## src/cprc_pkg.sv

```systemverilog
// Constants for the codec power and sample-rate control register bank.
// Assumes AXI4-Lite register access with 32-bit data and byte addresses.
//
// How it works
// RULE1: Power bit 10 steers the audio processing input to the converters when clear, to the digital microphone when set.
// RULE2: Software sets the left and right input converter enables whenever the digital microphone is chosen.
// RULE3: Power bit 9 drives the enable of the divided clock on the general purpose pin.
// RULE4: Bits 8:7 pick reference off, 50k normal, 250k standby or 5k fast start divider.
// RULE5: Bits 5 and 4 enable the left and right input gain and mixer, bits 3 and 2 the input converters.
// RULE6: Bit 6 enables the normal bias generator and bit 1 the mic bias, whose output floats when clear.
// RULE7: Software sets the output converter enables while a channel carries playback or beep data.
// RULE8: Output bits 6 and 5 enable the headphone gain stages and bits 4 and 3 the speaker gain stages.
// RULE9: Output bits 1 and 0 mute the left and right headphone gain stages while set.
// RULE10: Rate bit 4, reset high, picks the integer family when set and the fractional family when clear.
// RULE11: Rate bits 2:0 decode to seven sample rates, code 111 being reserved.
// RULE12: Anti-pop bits 4, 3 and 2 enable start-up bias, reference buffer and reference soft ramp.
// RULE13: Mic bias level bits 1:0 hand over to the fine level at 00, pick 1.63x at 01 or 11 and 1.34x at 10.
// RULE14: Undefined bits read as zero and ignore writes.
package cprc_pkg;

  // ----------------------------------------
  // Register indices and byte addresses
  // ----------------------------------------
  localparam logic [5:0] CPRC_IDX_PWR_IN = 6'h19;
  localparam logic [5:0] CPRC_IDX_PWR_OUT = 6'h1A;
  localparam logic [5:0] CPRC_IDX_RATE = 6'h1B;
  localparam logic [5:0] CPRC_IDX_ANTIPOP = 6'h1C;
  localparam logic [5:0] CPRC_IDX_MICLVL = 6'h1D;
  localparam int CPRC_REG_COUNT = 5;
  localparam logic [2:0] CPRC_SEL_PWR_IN = 3'h0;
  localparam logic [2:0] CPRC_SEL_PWR_OUT = 3'h1;
  localparam logic [2:0] CPRC_SEL_RATE = 3'h2;
  localparam logic [2:0] CPRC_SEL_ANTIPOP = 3'h3;
  localparam logic [2:0] CPRC_SEL_MICLVL = 3'h4;
  localparam int CPRC_ADDR_W = 8;

  // ----------------------------------------
  // Writable masks and reset values
  // ----------------------------------------
  localparam logic [15:0] CPRC_MASK [CPRC_REG_COUNT] =
    '{16'h07FE, 16'h01FB, 16'h0017, 16'h001C, 16'h0003};
  localparam logic [15:0] CPRC_RESET [CPRC_REG_COUNT] =
    '{16'h0000, 16'h0000, 16'h0010, 16'h0000, 16'h0000};

  // ----------------------------------------
  // Field positions
  // ----------------------------------------
  localparam int CPRC_DIGITAL_MIC_SELECT = 10;
  localparam int CPRC_GPIO_CLOCK_OUT_ENABLE = 9;
  localparam int CPRC_REF_DIV_SEL_LSB = 7;
  localparam int CPRC_NORMAL_BIAS_ENABLE = 6;
  localparam int CPRC_LEFT_INPUT_PATH_ENABLE = 5;
  localparam int CPRC_RIGHT_INPUT_PATH_ENABLE = 4;
  localparam int CPRC_LEFT_CONV_IN_ENABLE = 3;
  localparam int CPRC_RIGHT_CONV_IN_ENABLE = 2;
  localparam int CPRC_MIC_BIAS_ENABLE = 1;
  localparam int CPRC_LEFT_CONV_OUT_ENABLE = 8;
  localparam int CPRC_RIGHT_CONV_OUT_ENABLE = 7;
  localparam int CPRC_LEFT_HP_GAIN_ENABLE = 6;
  localparam int CPRC_RIGHT_HP_GAIN_ENABLE = 5;
  localparam int CPRC_LEFT_SPK_GAIN_ENABLE = 4;
  localparam int CPRC_RIGHT_SPK_GAIN_ENABLE = 3;
  localparam int CPRC_LEFT_HP_GAIN_MUTE = 1;
  localparam int CPRC_RIGHT_HP_GAIN_MUTE = 0;
  localparam int CPRC_RATE_INT_MODE = 4;
  localparam int CPRC_RATE_CODE_LSB = 0;
  localparam int CPRC_STARTUP_BIAS_ENABLE = 4;
  localparam int CPRC_REF_BUFFER_ENABLE = 3;
  localparam int CPRC_REF_SOFT_RAMP_ENABLE = 2;
  localparam int CPRC_MIC_BIAS_LEVEL_LSB = 0;

  // ----------------------------------------
  // Encodings
  // ----------------------------------------
  localparam logic [1:0] CPRC_REF_OFF = 2'h0;
  localparam logic [1:0] CPRC_REF_50K = 2'h1;
  localparam logic [1:0] CPRC_REF_250K = 2'h2;
  localparam logic [1:0] CPRC_REF_5K = 2'h3;
  localparam logic [2:0] CPRC_RATE_RESERVED = 3'h7;
  localparam logic [1:0] CPRC_MICLVL_FINE = 2'h0;
  localparam logic [1:0] CPRC_MICLVL_134 = 2'h2;
  localparam logic [1:0] CPRC_RESP_OKAY = 2'h0;
  localparam logic [1:0] CPRC_RESP_DECERR = 2'h3;

endpackage

```

## src/cprc_wr_if.sv

```systemverilog
// Write port shared between the bus slave and each register cell.
// Assumes a single clock domain.
`timescale 1ns/10ps
interface cprc_wr_if;
  logic we;
  logic [2:0] sel;
  logic [15:0] data;
  logic [1:0] strb;
  modport master (output we, sel, data, strb);
  modport slave (input we, sel, data, strb);
endinterface

```

## src/cprc_reg_cell.sv

```systemverilog
// One 16-bit control register with a writable mask and byte strobes.
// Assumes writes come through the shared write port.
`timescale 1ns/10ps
module cprc_reg_cell
  import cprc_pkg::*;
#(
  parameter logic [15:0] MASK = 16'hFFFF,
  parameter logic [15:0] RESET = 16'h0000,
  parameter logic [2:0] SEL = 3'h0
)
(
  input wire logic aclk,
  input wire logic aresetn,
  cprc_wr_if.slave wr,
  output logic [15:0] value
);

  logic [15:0] lane_mask;

  assign lane_mask = {{8{wr.strb[1]}}, {8{wr.strb[0]}}};

  always_ff @(posedge aclk)
  begin
    if (!aresetn)
    begin
      value <= RESET;
    end
    else if (wr.we && (wr.sel == SEL))
    begin
      value <= ((wr.data & lane_mask) | (value & ~lane_mask)) & MASK; // RULE14
    end
  end

endmodule

```

## src/cprc_regs.sv

```systemverilog
// Power, reference, rate and mic bias control bank behind an AXI4-Lite slave.
// Assumes one master with at most one write and one read outstanding.
//
// Register access over AXI4-Lite was chosen for this implementation.
`timescale 1ns/10ps
module cprc_regs
  import cprc_pkg::*;
(
  input wire logic aclk,
  input wire logic aresetn,
  input wire logic [7:0] s_axi_awaddr,
  input wire logic [2:0] s_axi_awprot,
  input wire logic s_axi_awvalid,
  output logic s_axi_awready,
  input wire logic [31:0] s_axi_wdata,
  input wire logic [3:0] s_axi_wstrb,
  input wire logic s_axi_wvalid,
  output logic s_axi_wready,
  output logic [1:0] s_axi_bresp,
  output logic s_axi_bvalid,
  input wire logic s_axi_bready,
  input wire logic [7:0] s_axi_araddr,
  input wire logic [2:0] s_axi_arprot,
  input wire logic s_axi_arvalid,
  output logic s_axi_arready,
  output logic [31:0] s_axi_rdata,
  output logic [1:0] s_axi_rresp,
  output logic s_axi_rvalid,
  input wire logic s_axi_rready,
  output logic digital_mic_select,
  output logic dsp_input_from_converters,
  output logic gpio_clock_out_enable,
  output logic [1:0] reference_divider_select,
  output logic reference_off,
  output logic reference_div_normal,
  output logic reference_div_standby,
  output logic reference_div_fast,
  output logic normal_bias_enable,
  output logic left_input_path_enable,
  output logic right_input_path_enable,
  output logic left_converter_in_enable,
  output logic right_converter_in_enable,
  output logic mic_bias_enable,
  output logic mic_bias_output_hiz,
  output logic left_converter_out_enable,
  output logic right_converter_out_enable,
  output logic left_headphone_gain_enable,
  output logic right_headphone_gain_enable,
  output logic left_speaker_gain_enable,
  output logic right_speaker_gain_enable,
  output logic left_headphone_gain_mute,
  output logic right_headphone_gain_mute,
  output logic rate_integer_family,
  output logic [2:0] sample_rate_code,
  output logic rate_48k,
  output logic rate_32k,
  output logic rate_24k,
  output logic rate_16k,
  output logic rate_12k,
  output logic rate_8k,
  output logic rate_96k,
  output logic rate_code_reserved,
  output logic startup_bias_enable,
  output logic reference_buffer_enable,
  output logic reference_soft_ramp_enable,
  output logic [1:0] mic_bias_level_select,
  output logic mic_bias_use_fine_level,
  output logic mic_bias_level_high,
  output logic mic_bias_level_low
);

  // ----------------------------------------
  // Register storage
  // ----------------------------------------
  cprc_wr_if wr ();

  logic [15:0] reg_value [CPRC_REG_COUNT];

  genvar gi;
  generate
    for (gi = 0; gi < CPRC_REG_COUNT; gi++)
    begin : g_cell
      cprc_reg_cell #(
        .MASK(CPRC_MASK[gi]),
        .RESET(CPRC_RESET[gi]),
        .SEL(3'(gi))
      ) u_cell (
        .aclk(aclk),
        .aresetn(aresetn),
        .wr(wr),
        .value(reg_value[gi])
      );
    end
  endgenerate

  // ----------------------------------------
  // Address decode
  // ----------------------------------------
  function automatic logic addr_hit(input logic [7:0] addr);
    addr_hit = (addr[1:0] == 2'h0) && (addr[7:2] >= CPRC_IDX_PWR_IN)
      && (addr[7:2] <= CPRC_IDX_MICLVL);
  endfunction

  function automatic logic [2:0] addr_sel(input logic [7:0] addr);
    logic [5:0] diff;
    diff = addr[7:2] - CPRC_IDX_PWR_IN;
    addr_sel = diff[2:0];
  endfunction

  // ----------------------------------------
  // Write channels
  // ----------------------------------------
  logic aw_held;
  logic w_held;
  logic [7:0] awaddr_q;
  logic [15:0] wdata_q;
  logic [1:0] wstrb_q;
  logic write_go;

  assign s_axi_awready = !aw_held && !s_axi_bvalid;
  assign s_axi_wready = !w_held && !s_axi_bvalid;
  assign write_go = aw_held && w_held && !s_axi_bvalid;

  always_ff @(posedge aclk)
  begin
    if (!aresetn)
    begin
      aw_held <= 1'b0;
      awaddr_q <= 8'h00;
    end
    else if (s_axi_awvalid && s_axi_awready)
    begin
      aw_held <= 1'b1;
      awaddr_q <= s_axi_awaddr;
    end
    else if (write_go)
    begin
      aw_held <= 1'b0;
    end
  end

  always_ff @(posedge aclk)
  begin
    if (!aresetn)
    begin
      w_held <= 1'b0;
      wdata_q <= 16'h0000;
      wstrb_q <= 2'h0;
    end
    else if (s_axi_wvalid && s_axi_wready)
    begin
      w_held <= 1'b1;
      wdata_q <= s_axi_wdata[15:0];
      wstrb_q <= s_axi_wstrb[1:0];
    end
    else if (write_go)
    begin
      w_held <= 1'b0;
    end
  end

  assign wr.we = write_go && addr_hit(awaddr_q);
  assign wr.sel = addr_sel(awaddr_q);
  assign wr.data = wdata_q;
  assign wr.strb = wstrb_q;

  always_ff @(posedge aclk)
  begin
    if (!aresetn)
    begin
      s_axi_bvalid <= 1'b0;
      s_axi_bresp <= CPRC_RESP_OKAY;
    end
    else if (write_go)
    begin
      s_axi_bvalid <= 1'b1;
      s_axi_bresp <= addr_hit(awaddr_q) ? CPRC_RESP_OKAY : CPRC_RESP_DECERR;
    end
    else if (s_axi_bready)
    begin
      s_axi_bvalid <= 1'b0;
    end
  end

  // ----------------------------------------
  // Read channel
  // ----------------------------------------
  assign s_axi_arready = !s_axi_rvalid;

  always_ff @(posedge aclk)
  begin
    if (!aresetn)
    begin
      s_axi_rvalid <= 1'b0;
      s_axi_rdata <= 32'h00000000;
      s_axi_rresp <= CPRC_RESP_OKAY;
    end
    else if (s_axi_arvalid && s_axi_arready)
    begin
      s_axi_rvalid <= 1'b1;
      if (addr_hit(s_axi_araddr))
      begin
        s_axi_rdata <= {16'h0000, reg_value[addr_sel(s_axi_araddr)]}; // RULE14
        s_axi_rresp <= CPRC_RESP_OKAY;
      end
      else
      begin
        s_axi_rdata <= 32'h00000000;
        s_axi_rresp <= CPRC_RESP_DECERR;
      end
    end
    else if (s_axi_rready)
    begin
      s_axi_rvalid <= 1'b0;
    end
  end

  // ----------------------------------------
  // Direct control fields
  // ----------------------------------------
  logic [15:0] pin;
  logic [15:0] pout;
  logic [15:0] prate;
  logic [15:0] papop;
  logic [15:0] pmic;

  assign pin = reg_value[CPRC_SEL_PWR_IN];
  assign pout = reg_value[CPRC_SEL_PWR_OUT];
  assign prate = reg_value[CPRC_SEL_RATE];
  assign papop = reg_value[CPRC_SEL_ANTIPOP];
  assign pmic = reg_value[CPRC_SEL_MICLVL];

  assign digital_mic_select = pin[CPRC_DIGITAL_MIC_SELECT]; // RULE1
  assign gpio_clock_out_enable = pin[CPRC_GPIO_CLOCK_OUT_ENABLE]; // RULE3
  assign reference_divider_select = pin[CPRC_REF_DIV_SEL_LSB +: 2];
  assign normal_bias_enable = pin[CPRC_NORMAL_BIAS_ENABLE]; // RULE6
  assign left_input_path_enable = pin[CPRC_LEFT_INPUT_PATH_ENABLE]; // RULE5
  assign right_input_path_enable = pin[CPRC_RIGHT_INPUT_PATH_ENABLE]; // RULE5
  assign left_converter_in_enable = pin[CPRC_LEFT_CONV_IN_ENABLE]; // RULE5
  assign right_converter_in_enable = pin[CPRC_RIGHT_CONV_IN_ENABLE]; // RULE5
  assign mic_bias_enable = pin[CPRC_MIC_BIAS_ENABLE]; // RULE6
  assign left_converter_out_enable = pout[CPRC_LEFT_CONV_OUT_ENABLE];
  assign right_converter_out_enable = pout[CPRC_RIGHT_CONV_OUT_ENABLE];
  assign left_headphone_gain_enable = pout[CPRC_LEFT_HP_GAIN_ENABLE]; // RULE8
  assign right_headphone_gain_enable = pout[CPRC_RIGHT_HP_GAIN_ENABLE]; // RULE8
  assign left_speaker_gain_enable = pout[CPRC_LEFT_SPK_GAIN_ENABLE]; // RULE8
  assign right_speaker_gain_enable = pout[CPRC_RIGHT_SPK_GAIN_ENABLE]; // RULE8
  assign left_headphone_gain_mute = pout[CPRC_LEFT_HP_GAIN_MUTE]; // RULE9
  assign right_headphone_gain_mute = pout[CPRC_RIGHT_HP_GAIN_MUTE]; // RULE9
  assign rate_integer_family = prate[CPRC_RATE_INT_MODE]; // RULE10
  assign sample_rate_code = prate[CPRC_RATE_CODE_LSB +: 3];
  assign startup_bias_enable = papop[CPRC_STARTUP_BIAS_ENABLE]; // RULE12
  assign reference_buffer_enable = papop[CPRC_REF_BUFFER_ENABLE]; // RULE12
  assign reference_soft_ramp_enable = papop[CPRC_REF_SOFT_RAMP_ENABLE]; // RULE12
  assign mic_bias_level_select = pmic[CPRC_MIC_BIAS_LEVEL_LSB +: 2];

  // ----------------------------------------
  // Decoded controls
  // ----------------------------------------
  always_ff @(posedge aclk)
  begin
    if (!aresetn)
    begin
      dsp_input_from_converters <= 1'b1;
    end
    else
    begin
      dsp_input_from_converters <= !pin[CPRC_DIGITAL_MIC_SELECT]; // RULE1
    end
  end

  always_ff @(posedge aclk)
  begin
    if (!aresetn)
    begin
      mic_bias_output_hiz <= 1'b1;
    end
    else
    begin
      mic_bias_output_hiz <= !pin[CPRC_MIC_BIAS_ENABLE]; // RULE6
    end
  end

  // ----------------------------------------
  // Reference divider decode
  // ----------------------------------------
  always_ff @(posedge aclk)
  begin
    if (!aresetn)
    begin
      reference_off <= 1'b1;
      reference_div_normal <= 1'b0;
      reference_div_standby <= 1'b0;
      reference_div_fast <= 1'b0;
    end
    else
    begin
      reference_off <= (reference_divider_select == CPRC_REF_OFF); // RULE4
      reference_div_normal <= (reference_divider_select == CPRC_REF_50K); // RULE4
      reference_div_standby <= (reference_divider_select == CPRC_REF_250K); // RULE4
      reference_div_fast <= (reference_divider_select == CPRC_REF_5K); // RULE4
    end
  end

  // ----------------------------------------
  // Sample rate decode
  // ----------------------------------------
  logic [7:0] next_rate_onehot;

  always_comb
  begin
    next_rate_onehot = 8'h00;
    next_rate_onehot[sample_rate_code] = 1'b1; // RULE11
  end

  always_ff @(posedge aclk)
  begin
    if (!aresetn)
    begin
      {rate_code_reserved, rate_96k, rate_8k, rate_12k, rate_16k, rate_24k, rate_32k,
        rate_48k} <= 8'h01;
    end
    else
    begin
      {rate_code_reserved, rate_96k, rate_8k, rate_12k, rate_16k, rate_24k, rate_32k,
        rate_48k} <= next_rate_onehot; // RULE11
    end
  end

  // ----------------------------------------
  // Mic bias level decode
  // ----------------------------------------
  always_ff @(posedge aclk)
  begin
    if (!aresetn)
    begin
      mic_bias_use_fine_level <= 1'b1;
      mic_bias_level_high <= 1'b0;
      mic_bias_level_low <= 1'b0;
    end
    else
    begin
      mic_bias_use_fine_level <= (mic_bias_level_select == CPRC_MICLVL_FINE); // RULE13
      mic_bias_level_low <= (mic_bias_level_select == CPRC_MICLVL_134); // RULE13
      mic_bias_level_high <= mic_bias_level_select[0]; // RULE13
    end
  end

endmodule

```

## config.mk

```make
export PLATFORM = sky130hd
export DESIGN_NAME = cprc_regs
export DESIGN_NICKNAME = d
export VERILOG_FILES = /design/src/cprc_pkg.sv /design/src/cprc_wr_if.sv /design/src/cprc_reg_cell.sv /design/src/cprc_regs.sv
export SDC_FILE = /design/constraint.sdc
export NUM_CORES = 1
export LEC_CHECK = 0
export ABC_AREA = 1
export BUFFER_PORTS_ARGS = -buffer_cell sky130_fd_sc_hd__buf_2
export CORE_MARGIN = 2
export CORE_UTILIZATION = 47
export CTS_CLUSTER_SIZE = 16
export DETAILED_ROUTE_END_ITERATION = 10
export GPL_ROUTABILITY_DRIVEN = 0
export HOLD_SLACK_MARGIN = 0.08
export PLACE_DENSITY = 0.77
export SKIP_CTS_REPAIR_TIMING = 1
export SYNTH_ARGS = -nofsm -noshare
export SYNTH_HDL_FRONTEND = slang
export SYNTH_SLANG_ARGS = --single-unit
```

## constraint.sdc

```tcl
create_clock -name aclk -period 2.3 [get_ports aclk]
set_clock_uncertainty 0.1 [all_clocks]
set_input_delay 0.115 -clock aclk [delete_from_list [all_inputs] [get_ports aclk]]
set_output_delay 0.115 -clock aclk [all_outputs]
set_load 0.005 [all_outputs]
```

# After elaboration in Yosys (flattened, before gate mapping)

Cells that the tools add are included.

Multiplexer cells: 15
Reduce and logical (&&, ||, !) cells: 33
Add/sub/neg operators: 2
Bitwise logic cells: 13
Magnitude comparators: 7
Eq/ne operators: 8

Operators with widths:

| operator              | number |
|---|---|
| $bmux W16 S3          | 1 |
| $mux W16              | 3 |
| $and A11 B11 Y11      | 2 |
| $logic_and A1 B1 Y1   | 18 |
| $ge A6 B5 Y1 const B  | 2 |
| $le A6 B5 Y1 const B  | 2 |
| $not A11 Y11          | 1 |
| $or A11 B11 Y11       | 1 |
| $and A5 B5 Y5         | 2 |
| $or A5 B5 Y5          | 2 |
| $and A9 B9 Y9         | 1 |
| $or A9 B9 Y9          | 1 |
| $logic_not A2 Y1      | 4 |
| $mux W1               | 8 |
| $reduce_bool A2 Y1    | 4 |
| $eq A2 B2 Y1 const B  | 3 |
| $eq A3 B2 Y1 const B  | 2 |
| $logic_not A1 Y1      | 6 |
| $sub A3 B1 Y3 const B | 2 |
| $ge A4 B4 Y1 const B  | 1 |
| $lt A3 B4 Y1 const B  | 1 |
| $mux W2               | 2 |
| $not A3 Y4            | 1 |
| $demux W1 S3          | 1 |
| other kinds (7)       | 7 |

Bits in registers: 105
Output and inout port bits: 85

# Longest topological paths before layout

Gate-level depths: netlist of the first run.

Depth after elaboration: 6
Depth in mapped cells: 10
Depth with buffers taken out: 9

# By module

From an unflattened synthesis of the first run, not the netlist that was laid out.

Cell total of the unflattened synthesis: 769
Area, all modules: 5200.0 µm²

By module, submodules not included:

| module                           | area each (µm²) | cells each | instances |
|---|---|---|---|
| cprc_regs                        | 3294.4          | 481        | 1 |
| cprc_reg_cell (g_cell[0].u_cell) | 623.1           | 96         | 1 |
| cprc_reg_cell (g_cell[1].u_cell) | 515.5           | 80         | 1 |
| cprc_reg_cell (g_cell[2].u_cell) | 279.0           | 40         | 1 |
| cprc_reg_cell (g_cell[3].u_cell) | 276.5           | 41         | 1 |
| cprc_reg_cell (g_cell[4].u_cell) | 211.5           | 31         | 1 |

# Worst setup path before layout of the first run

OpenSTA, ideal clock, no wires.

Path kind: register to register
From: reg awaddr_q[2]
To: reg g_cell[1].u_cell.value[4]
Arrival: 1.414 ns
Library setup time: 0.113 ns
Stages on the path, launching flop included: 10
Setup slack: 0.673 ns
Buffers on the path: 1
Data required time: 2.087 ns
Path through: dfxtp_1 -> nor2_1 -> ha_1 -> inv_1 -> nand2_1 -> nor2_1 -> nand4_4 -> buf_6 -> nor2_1 -> nor2_1

Word-level cells in the longest chain between the ends: 5

RTL lines:

| item                   | RTL line            | source |
|---|---|---|
| from (decl)            | cprc_regs.sv:115    | `logic [7:0] awaddr_q;` |
| from (signal assigned) | cprc_regs.sv:134    | `awaddr_q <= s_axi_awaddr;` |
| $ge A6 B5 Y1           | cprc_regs.sv:100    | `addr_hit = (addr[1:0] == 2'h0) && (addr[7:2] >= CPRC_IDX_PWR_IN)` |
| $logic_and A1 B1 Y1    | cprc_regs.sv:100    |  |
| $logic_and A1 B1 Y1    | cprc_regs.sv:101    | `&& (addr[7:2] <= CPRC_IDX_MICLVL);` |
| $logic_and A1 B1 Y1    | cprc_regs.sv:162    | `assign wr.we = write_go && addr_hit(awaddr_q);` |
| $logic_and A1 B1 Y1 *  | cprc_reg_cell.sv:28 | `else if (wr.we && (wr.sel == SEL))` |
| to (signal assigned)   | cprc_reg_cell.sv:30 | `value <= ((wr.data & lane_mask) \| (value & ~lane_mask)) & MASK;` |
| to (decl)              | cprc_reg_cell.sv:15 | `output logic [15:0] value` |

Mark *: on every way between the ends. The rest lies on a longest branch, timed or not.
A chain may end at the register's enable or synchronous reset.

# Worst setup path in the final report of the first run

From: reg awaddr_q[2]
To: reg g_cell[1].u_cell.value[7]

Same word-level chain as after synthesis.

==> flow_results.xml, run 1 <==
<?xml version="1.0" encoding="UTF-8"?>
<metrics>
  <group name="sta">
    <metric name="final.hold.worst_slack" unit="ns">0.100</metric>
    <metric name="rsz0062_at_grt" unit="">no</metric>
    <metric name="totalNegativeSetupSlack" unit="ns">0</metric>
    <metric name="finalHoldViolations" unit="">0</metric>
    <metric name="slew_violations" unit="">0</metric>
    <metric name="fin_crit_period" unit="ns">1.82</metric>
    <metric name="slew_headroom" unit="%">64.6</metric>
    <metric name="setup_viol_count_final" unit="">0</metric>
    <metric name="period_share" unit="%">79.1</metric>
    <metric name="timing_worst_slew_pin_value" unit="ns">0.531</metric>
    <metric name="postLayoutSetupSlackWorst" unit="ns">0.481</metric>
    <metric name="fmax" unit="MHz">550</metric>
  </group>
  <group name="drt">
    <metric name="totalWireLength" unit="um">8010</metric>
    <metric name="detailroute.via_count" unit="">3264</metric>
    <metric name="drt_iter0_markers" unit="">190</metric>
    <metric name="drt_drc_violations_left" unit="">0</metric>
    <metric name="ant_nets" unit="">0</metric>
    <metric name="dr.pass1.iters" unit="">4</metric>
    <metric name="avgRoutedWirePerCell" unit="um">11.3</metric>
    <metric name="routed_via_density" unit="">4.59</metric>
  </group>
  <group name="clock_tree">
    <metric name="cts.reportedPaths.clkPinSlew" unit="ns">0.09</metric>
    <metric name="clkSinkCount" unit="">82</metric>
    <metric name="buffer_type_at_the_clock_tree_root" unit="">clkbuf_8</metric>
    <metric name="cts.htree.levels" unit="">3</metric>
    <metric name="tritoncts" unit="">done</metric>
    <metric name="clk_path_buf_depth" unit="">2</metric>
    <metric name="cts_inserted_buffers" unit="">9</metric>
    <metric name="insertion_delay" unit="ns">0.35</metric>
  </group>
  <group name="job">
    <metric name="maxCapViolations" unit="">0</metric>
  </group>
  <group name="synthesis">
    <metric name="synth_cell_types" unit="">28</metric>
    <metric name="synth_largest_area_cell" unit="">dfxtp_1</metric>
    <metric name="ys_top_cells_by_area" unit="">dfxtp_1 (47%), nand2_1 (12%), nor2_1 (12%)</metric>
    <metric name="synth_area_per_cell" unit="um^2">7.15</metric>
    <metric name="postSynthCellCount" unit="">491</metric>
    <metric name="synthesis.area" unit="mm^2">0.00351</metric>
    <metric name="synth-warning-count" unit="">0</metric>
    <metric name="sequential_element_share_of_the_synthesized_area" unit="%">46.8</metric>
    <metric name="postSynthRegisterBits" unit="">82</metric>
    <metric name="netlist.area_leader.share" unit="%">46.8</metric>
  </group>
  <group name="die">
    <metric name="start_util" unit="%">48.4</metric>
    <metric name="fp.dieH" unit="um">90.4</metric>
    <metric name="core.rowCount" unit="">31</metric>
    <metric name="design.portCount" unit="">150</metric>
    <metric name="die-width" unit="um">90.4</metric>
    <metric name="core_region_area" unit="mm^2">0.00725</metric>
    <metric name="die-area" unit="mm^2">0.00818</metric>
  </group>
  <group name="final_layout">
    <metric name="antennaDiodeCount" unit="">0</metric>
    <metric name="postLayoutCoreUtil" unit="%">61.3</metric>
    <metric name="final_layout_size_suffix_gt1_share" unit="%">20.9</metric>
    <metric name="nNetsFinal" unit="">676</metric>
    <metric name="final_area" unit="mm^2">0.00445</metric>
    <metric name="area_growth_from_synthesis_to_layout" unit="%">26.7</metric>
    <metric name="final_non_filler_cell_total" unit="">711</metric>
  </group>
  <group name="critical_path">
    <metric name="startpoint" unit="">awaddr_q[2]</metric>
    <metric name="worst-path-max-fanout" unit="">14</metric>
    <metric name="reg2reg_from" unit="">awaddr_q[2]</metric>
    <metric name="arrival" unit="ns">2.02</metric>
    <metric name="required" unit="ns">2.50</metric>
    <metric name="timing.setup.critical_path_class" unit="">flop to flop</metric>
    <metric name="timing.critical_path.to" unit="">g_cell[1].u_cell.value[7]</metric>
    <metric name="setup.worst_path.end_class" unit="">flop</metric>
    <metric name="worst_r2r_path_depth" unit="">9</metric>
    <metric name="worst-r2r-setup-slack" unit="ns">0.48</metric>
    <metric name="cp-start-kind" unit="">flop</metric>
    <metric name="r2r-end" unit="">g_cell[1].u_cell.value[7]</metric>
  </group>
  <group name="global_routing">
    <metric name="grt_usage" unit="%">19.5</metric>
    <metric name="first_global_vias" unit="">2999</metric>
    <metric name="first_pass_grt_wire_length" unit="um">13100</metric>
    <metric name="grt_antenna_before_repair" unit="">0</metric>
    <metric name="grt_start_max_net_pins" unit="">40</metric>
    <metric name="grt_remaining_overflow" unit="">0</metric>
  </group>
  <group name="placed_design">
    <metric name="dp_area" unit="mm^2">0.00397</metric>
    <metric name="post-dp-hpwl" unit="um">5660</metric>
    <metric name="numPlacedInstances" unit="">672</metric>
    <metric name="place_ws" unit="ns">0.509</metric>
    <metric name="io_buffer_count" unit="">99</metric>
  </group>
  <group name="hold_path">
    <metric name="holdCritPathClass" unit="">primary input to flop</metric>
    <metric name="min_path_cells" unit="">4</metric>
  </group>
  <group name="power_and_ir_drop">
    <metric name="p_leak" unit="nW">2.35</metric>
    <metric name="power.total" unit="mW">3.02</metric>
    <metric name="power.density_cell_area" unit="mW/mm^2">679</metric>
    <metric name="peakVddDrop" unit="mV">0.357</metric>
  </group>
  <group name="run_status">
    <metric name="status" unit="">finished clean</metric>
  </group>
</metrics>
flip-flops by register name, indices dropped and copies added, names as in the netlist, 2 cells and up:
register             flops
g_cell.u_cell.value     27
s_axi_rdata             11
wdata_q                 11
awaddr_q                 8
wr.strb                  2
worst min path at each step:
stage / from / end
2_1_floorplan: s_axi_bready / s_axi_bvalid
4_1_cts: s_axi_awaddr[6] / awaddr_q[6]
3_3_place_gp: s_axi_awaddr[6] / awaddr_q[6]
3_5_place_dp: s_axi_wdata[0] / wdata_q[0]
5_1_grt: s_axi_arvalid / s_axi_rvalid
6_report: s_axi_arvalid / s_axi_rvalid
final cells by class:
type,count,area [um^2]
timing repair buffer,126,758
multi-input combinational,337,1490
clock buffer,9,124
clock inverter,6,115
tap,99,124
sequential,82,1640
fill,676,2810
inverter,52,198
routing by layer:
| layer | vias up | part of all wire, % | track usage [%] |
|---|---|---|---|
| met5 | - | 0 | 0 |
| met4 | 0 | 2.1 | 8.59 |
| met3 | 18 | 5.6 | 4.34 |
| met2 | 107 | 47 | 33.3 |
| met1 | 1437 | 45 | 23.5 |
| li1 | 1702 | - | - |
power by group:
group	internal (mW)	switching, mW	total (mW)
combinational	0.111	0.159	0.270
clock	0.721	0.530	1.25
sequential	1.46	0.0386	1.50
layout by cell type (no fill, tap or decap), drive strengths merged:
| cell type | netlist | layout |
|---|---|---|
| nand2 | 116 | 116 |
| nor2 | 114 | 114 |
| buf | 32 | 102 |
| dfxtp | 82 | 82 |
| inv | 52 | 53 |
| o21ai | 36 | 36 |
| dlygate4sd3 | 0 | 24 |
| conb | 1 | 21 |
| a21oi | 19 | 19 |
| nand3 | 13 | 13 |
| clkbuf | 8 | 9 |
| nand4 | 8 | 8 |
| ha | 3 | 3 |
| bufinv | 0 | 3 |
| nor3 | 2 | 2 |
| o211ai | 2 | 2 |
| o21a | 1 | 1 |
| o22ai | 1 | 1 |
| or2 | 1 | 1 |
| clkinvlp | 0 | 1 |
| clkinv | 0 | 1 |
Yosys cell counts (all sizes together):
master	number
o21a	1
ha	3
nand2	116
inv	52
o211ai	2
clkbuf	8
nand3	13
o22ai	1
conb	1
a21oi	19
dfxtp	82
nand4	8
nor3	2
or2	1
o21ai	36
buf	32
nor2	114
cell families (layout without fill, tap and decap cells):
logic type | Yosys count | in the layout | share of synthesized area, %
AOI/OAI and AO/OA | 59 | 59 | 8.66
adders and majority gates | 3 | 3 | 1.07
buffers and inverters | 92 | 193 | 13.0
DFF | 82 | 82 | 46.8
other | 1 | 21 | 0.107
and+or+nand+nor | 254 | 254 | 30.4
worst max-delay path, stage by stage (launching register included):
cell and delay (ns):
dfxtp_1 0.34, nor2_1 0.15, ha_1 0.26, inv_1 0.08, nand2_1 0.07, nor2_1 0.22
nand4_4 0.25, nand2_1 0.13, nand2_1 0.06, nor2_1 0.10
Power figures use the tool's default switching activity.
==> inputs of run 2 (changes only) <==
==> constraint.sdc (replaced) <==
create_clock -name aclk -period 1.9 [get_ports aclk]
set_clock_uncertainty 0.1 [all_clocks]
set_input_delay 0.095 -clock aclk [delete_from_list [all_inputs] [get_ports aclk]]
set_output_delay 0.095 -clock aclk [all_outputs]
set_load 0.005 [all_outputs]
==> flow_results.xml, run 2 (synthesized netlist as in run 1, its figures left out) <==
<?xml version="1.0" encoding="UTF-8"?>
<metrics>
  <group name="drt">
    <metric name="ant_nets" unit="">0</metric>
    <metric name="met1_length" unit="um">3720</metric>
    <metric name="avgRoutedWirePerCell" unit="um">11.4</metric>
    <metric name="dr.pass1.iters" unit="">4</metric>
    <metric name="detailroute.via_count" unit="">3277</metric>
    <metric name="drt_iter0_markers" unit="">223</metric>
    <metric name="wl_met3" unit="um">539</metric>
    <metric name="met2_wirelength" unit="um">3780</metric>
    <metric name="drt_drc_violations_left" unit="">0</metric>
    <metric name="routed_via_density" unit="">4.58</metric>
    <metric name="totalWireLength" unit="um">8190</metric>
    <metric name="dr.max_layer_used" unit="">met4</metric>
  </group>
  <group name="sta">
    <metric name="slew_violations" unit="">0</metric>
    <metric name="fmax" unit="MHz">548</metric>
    <metric name="setup_viol_count_final" unit="">0</metric>
    <metric name="fin_crit_period" unit="ns">1.82</metric>
    <metric name="period_share" unit="%">96.1</metric>
    <metric name="timing_worst_slew_pin_value" unit="ns">0.545</metric>
    <metric name="totalNegativeSetupSlack" unit="ns">0</metric>
    <metric name="rsz0062_at_grt" unit="">yes</metric>
    <metric name="finalHoldViolations" unit="">0</metric>
    <metric name="slew_headroom" unit="%">63.6</metric>
    <metric name="final.hold.worst_slack" unit="ns">0.0872</metric>
  </group>
  <group name="critical_path">
    <metric name="reg2reg_from" unit="">awaddr_q[2]</metric>
    <metric name="critical_path.max_stage_delay" unit="ns">0.39</metric>
    <metric name="timing.critical_path.mode_cell" unit="">nand2_1</metric>
    <metric name="arrival" unit="ns">2.02</metric>
    <metric name="critPathBufInv" unit="">1</metric>
    <metric name="worst-path-max-fanout" unit="">7</metric>
    <metric name="r2r-end" unit="">g_cell[1].u_cell.value[6]</metric>
    <metric name="critical_path.slowest_cell" unit="">dfxtp_1</metric>
    <metric name="required" unit="ns">2.09</metric>
    <metric name="worst_r2r_path_depth" unit="">9</metric>
    <metric name="timing.setup.critical_path_class" unit="">flop to flop</metric>
    <metric name="cp-start-kind" unit="">flop</metric>
    <metric name="path_delay_family" unit="">simple AND/OR/NAND/NOR gates</metric>
    <metric name="worst-r2r-setup-slack" unit="ns">0.08</metric>
    <metric name="crit_chain" unit="">nor2_1 &gt; ha_1 &gt; inv_1 &gt; nand2_1 &gt; nor2_2 &gt; nand4_2 &gt; nand2_1 &gt; nand2_1 &gt; nor2_1</metric>
    <metric name="setup.worst_path.end_class" unit="">flop</metric>
  </group>
  <group name="global_routing">
    <metric name="first_pass_grt_wire_length" unit="um">13000</metric>
    <metric name="grt_start_max_net_pins" unit="">26</metric>
    <metric name="grt_usage" unit="%">19.2</metric>
    <metric name="grt_antenna_before_repair" unit="">0</metric>
    <metric name="grt_remaining_overflow" unit="">0</metric>
    <metric name="first_global_vias" unit="">2945</metric>
  </group>
  <group name="final_layout">
    <metric name="area_growth_from_synthesis_to_layout" unit="%">27.0</metric>
    <metric name="layout_commonest_cell" unit="">nand2_1</metric>
    <metric name="antennaDiodeCount" unit="">0</metric>
    <metric name="nNetsFinal" unit="">679</metric>
    <metric name="final_layout_size_suffix_gt1_share" unit="%">21.3</metric>
    <metric name="largest-register" unit="">g_cell.u_cell.value</metric>
    <metric name="most-common-layout-cells" unit="">nand2_1 (114), nor2_1 (110), buf_2 (99)</metric>
    <metric name="reg.largest.list" unit="">g_cell.u_cell.value x27, s_axi_rdata x11, wdata_q x11</metric>
    <metric name="fillCellCount" unit="">663</metric>
    <metric name="number_of_flip_flops_in_the_largest_register" unit="">27</metric>
  </group>
  <group name="clock_tree">
    <metric name="clkSinkCount" unit="">82</metric>
    <metric name="clk_path_buf_depth" unit="">2</metric>
    <metric name="cts.htree.levels" unit="">3</metric>
    <metric name="cts_inserted_buffers" unit="">9</metric>
    <metric name="tritoncts" unit="">done</metric>
    <metric name="insertion_delay" unit="ns">0.35</metric>
    <metric name="buffer_type_at_the_clock_tree_root" unit="">clkbuf_8</metric>
    <metric name="cts.reportedPaths.clkPinSlew" unit="ns">0.09</metric>
  </group>
  <group name="power_and_ir_drop">
    <metric name="power.density_cell_area" unit="mW/mm^2">791</metric>
    <metric name="peakVddDrop" unit="mV">0.422</metric>
    <metric name="power.total" unit="mW">3.53</metric>
    <metric name="p_leak" unit="nW">2.35</metric>
  </group>
  <group name="run_status">
    <metric name="status" unit="">finished clean</metric>
  </group>
  <group name="die">
    <metric name="core.rowCount" unit="">31</metric>
    <metric name="core_region_area" unit="mm^2">0.00725</metric>
    <metric name="design.portCount" unit="">150</metric>
    <metric name="fp.dieH" unit="um">90.4</metric>
    <metric name="start_util" unit="%">48.4</metric>
    <metric name="die-width" unit="um">90.4</metric>
    <metric name="die-area" unit="mm^2">0.00818</metric>
  </group>
  <group name="hold_path">
    <metric name="holdCritPathClass" unit="">primary input to flop</metric>
    <metric name="worst_hold_path_endpoint" unit="">s_axi_rvalid</metric>
    <metric name="min-delay-start" unit="">s_axi_arvalid</metric>
    <metric name="min_path_cells" unit="">4</metric>
  </group>
  <group name="job">
    <metric name="maxCapViolations" unit="">0</metric>
  </group>
  <group name="placed_design">
    <metric name="io_buffer_count" unit="">99</metric>
    <metric name="post-dp-hpwl" unit="um">5640</metric>
  </group>
</metrics>
-- run 2: layout make-up --
| type | instances | area, um^2 | share of cell area (%) |
|---|---|---|---|
| flip-flops and latches | 82 | 1640 | 36.8 |
| multi-input cells | 338 | 1500 | 33.7 |
| repair buffers | 128 | 776 | 17.4 |
| inverters | 52 | 198 | 4.43 |
| clock buffers | 10 | 128 | 2.86 |
| well taps | 99 | 124 | 2.78 |
| clock inverters | 6 | 90.1 | 2.02 |
-- run 2: metal layers --
layer	vias up	global-route usage [%]
met3	13	5.68
met4	0	9.49
met5	-	0
met1	1424	24.2
li1	1713	-
met2	127	30.2
-- run 2: report_power, final --
part / total (mW) / leakage [nW] / switching, mW / internal [mW]
combinational: 0.336 / 1.58 / 0.198 / 0.138
sequential: 1.82 / 0.667 / 0.0488 / 1.77
clock: 1.37 / 0.107 / 0.626 / 0.745
-- run 2: worst max-delay path by stage --
stage                start                        end  slack (ns)  cells after the start
6_report       awaddr_q[2]  g_cell[1].u_cell.value[6]        0.08                      9
5_1_grt        awaddr_q[2]  g_cell[1].u_cell.value[6]       -0.06                      8
4_1_cts        awaddr_q[2]  g_cell[1].u_cell.value[7]        0.13                      8
3_5_place_dp   awaddr_q[2]  g_cell[1].u_cell.value[6]        0.15                      8
3_3_place_gp   awaddr_q[2]  g_cell[1].u_cell.value[6]        0.17                      8
2_1_floorplan  awaddr_q[2]  g_cell[1].u_cell.value[4]        0.27                      9
-- run 2: tightest hold or removal path: stages --
cell and delay (ns):
buf_2 0.10, inv_1 0.04, nor2_1 0.07, o21a_1 0.19
-- run 2: through the flow --
step	area (um^2)	setup WS, ns	cells	util [%]
global placement	3980	0.171	673	54.8
detailed placement	3980	0.149	673	54.8
floorplan	3590	0.273	511	-
finish	4460	0.0750	715	61.5
CTS	4190	0.127	689	57.8
global route	4460	-0.0557	715	61.5
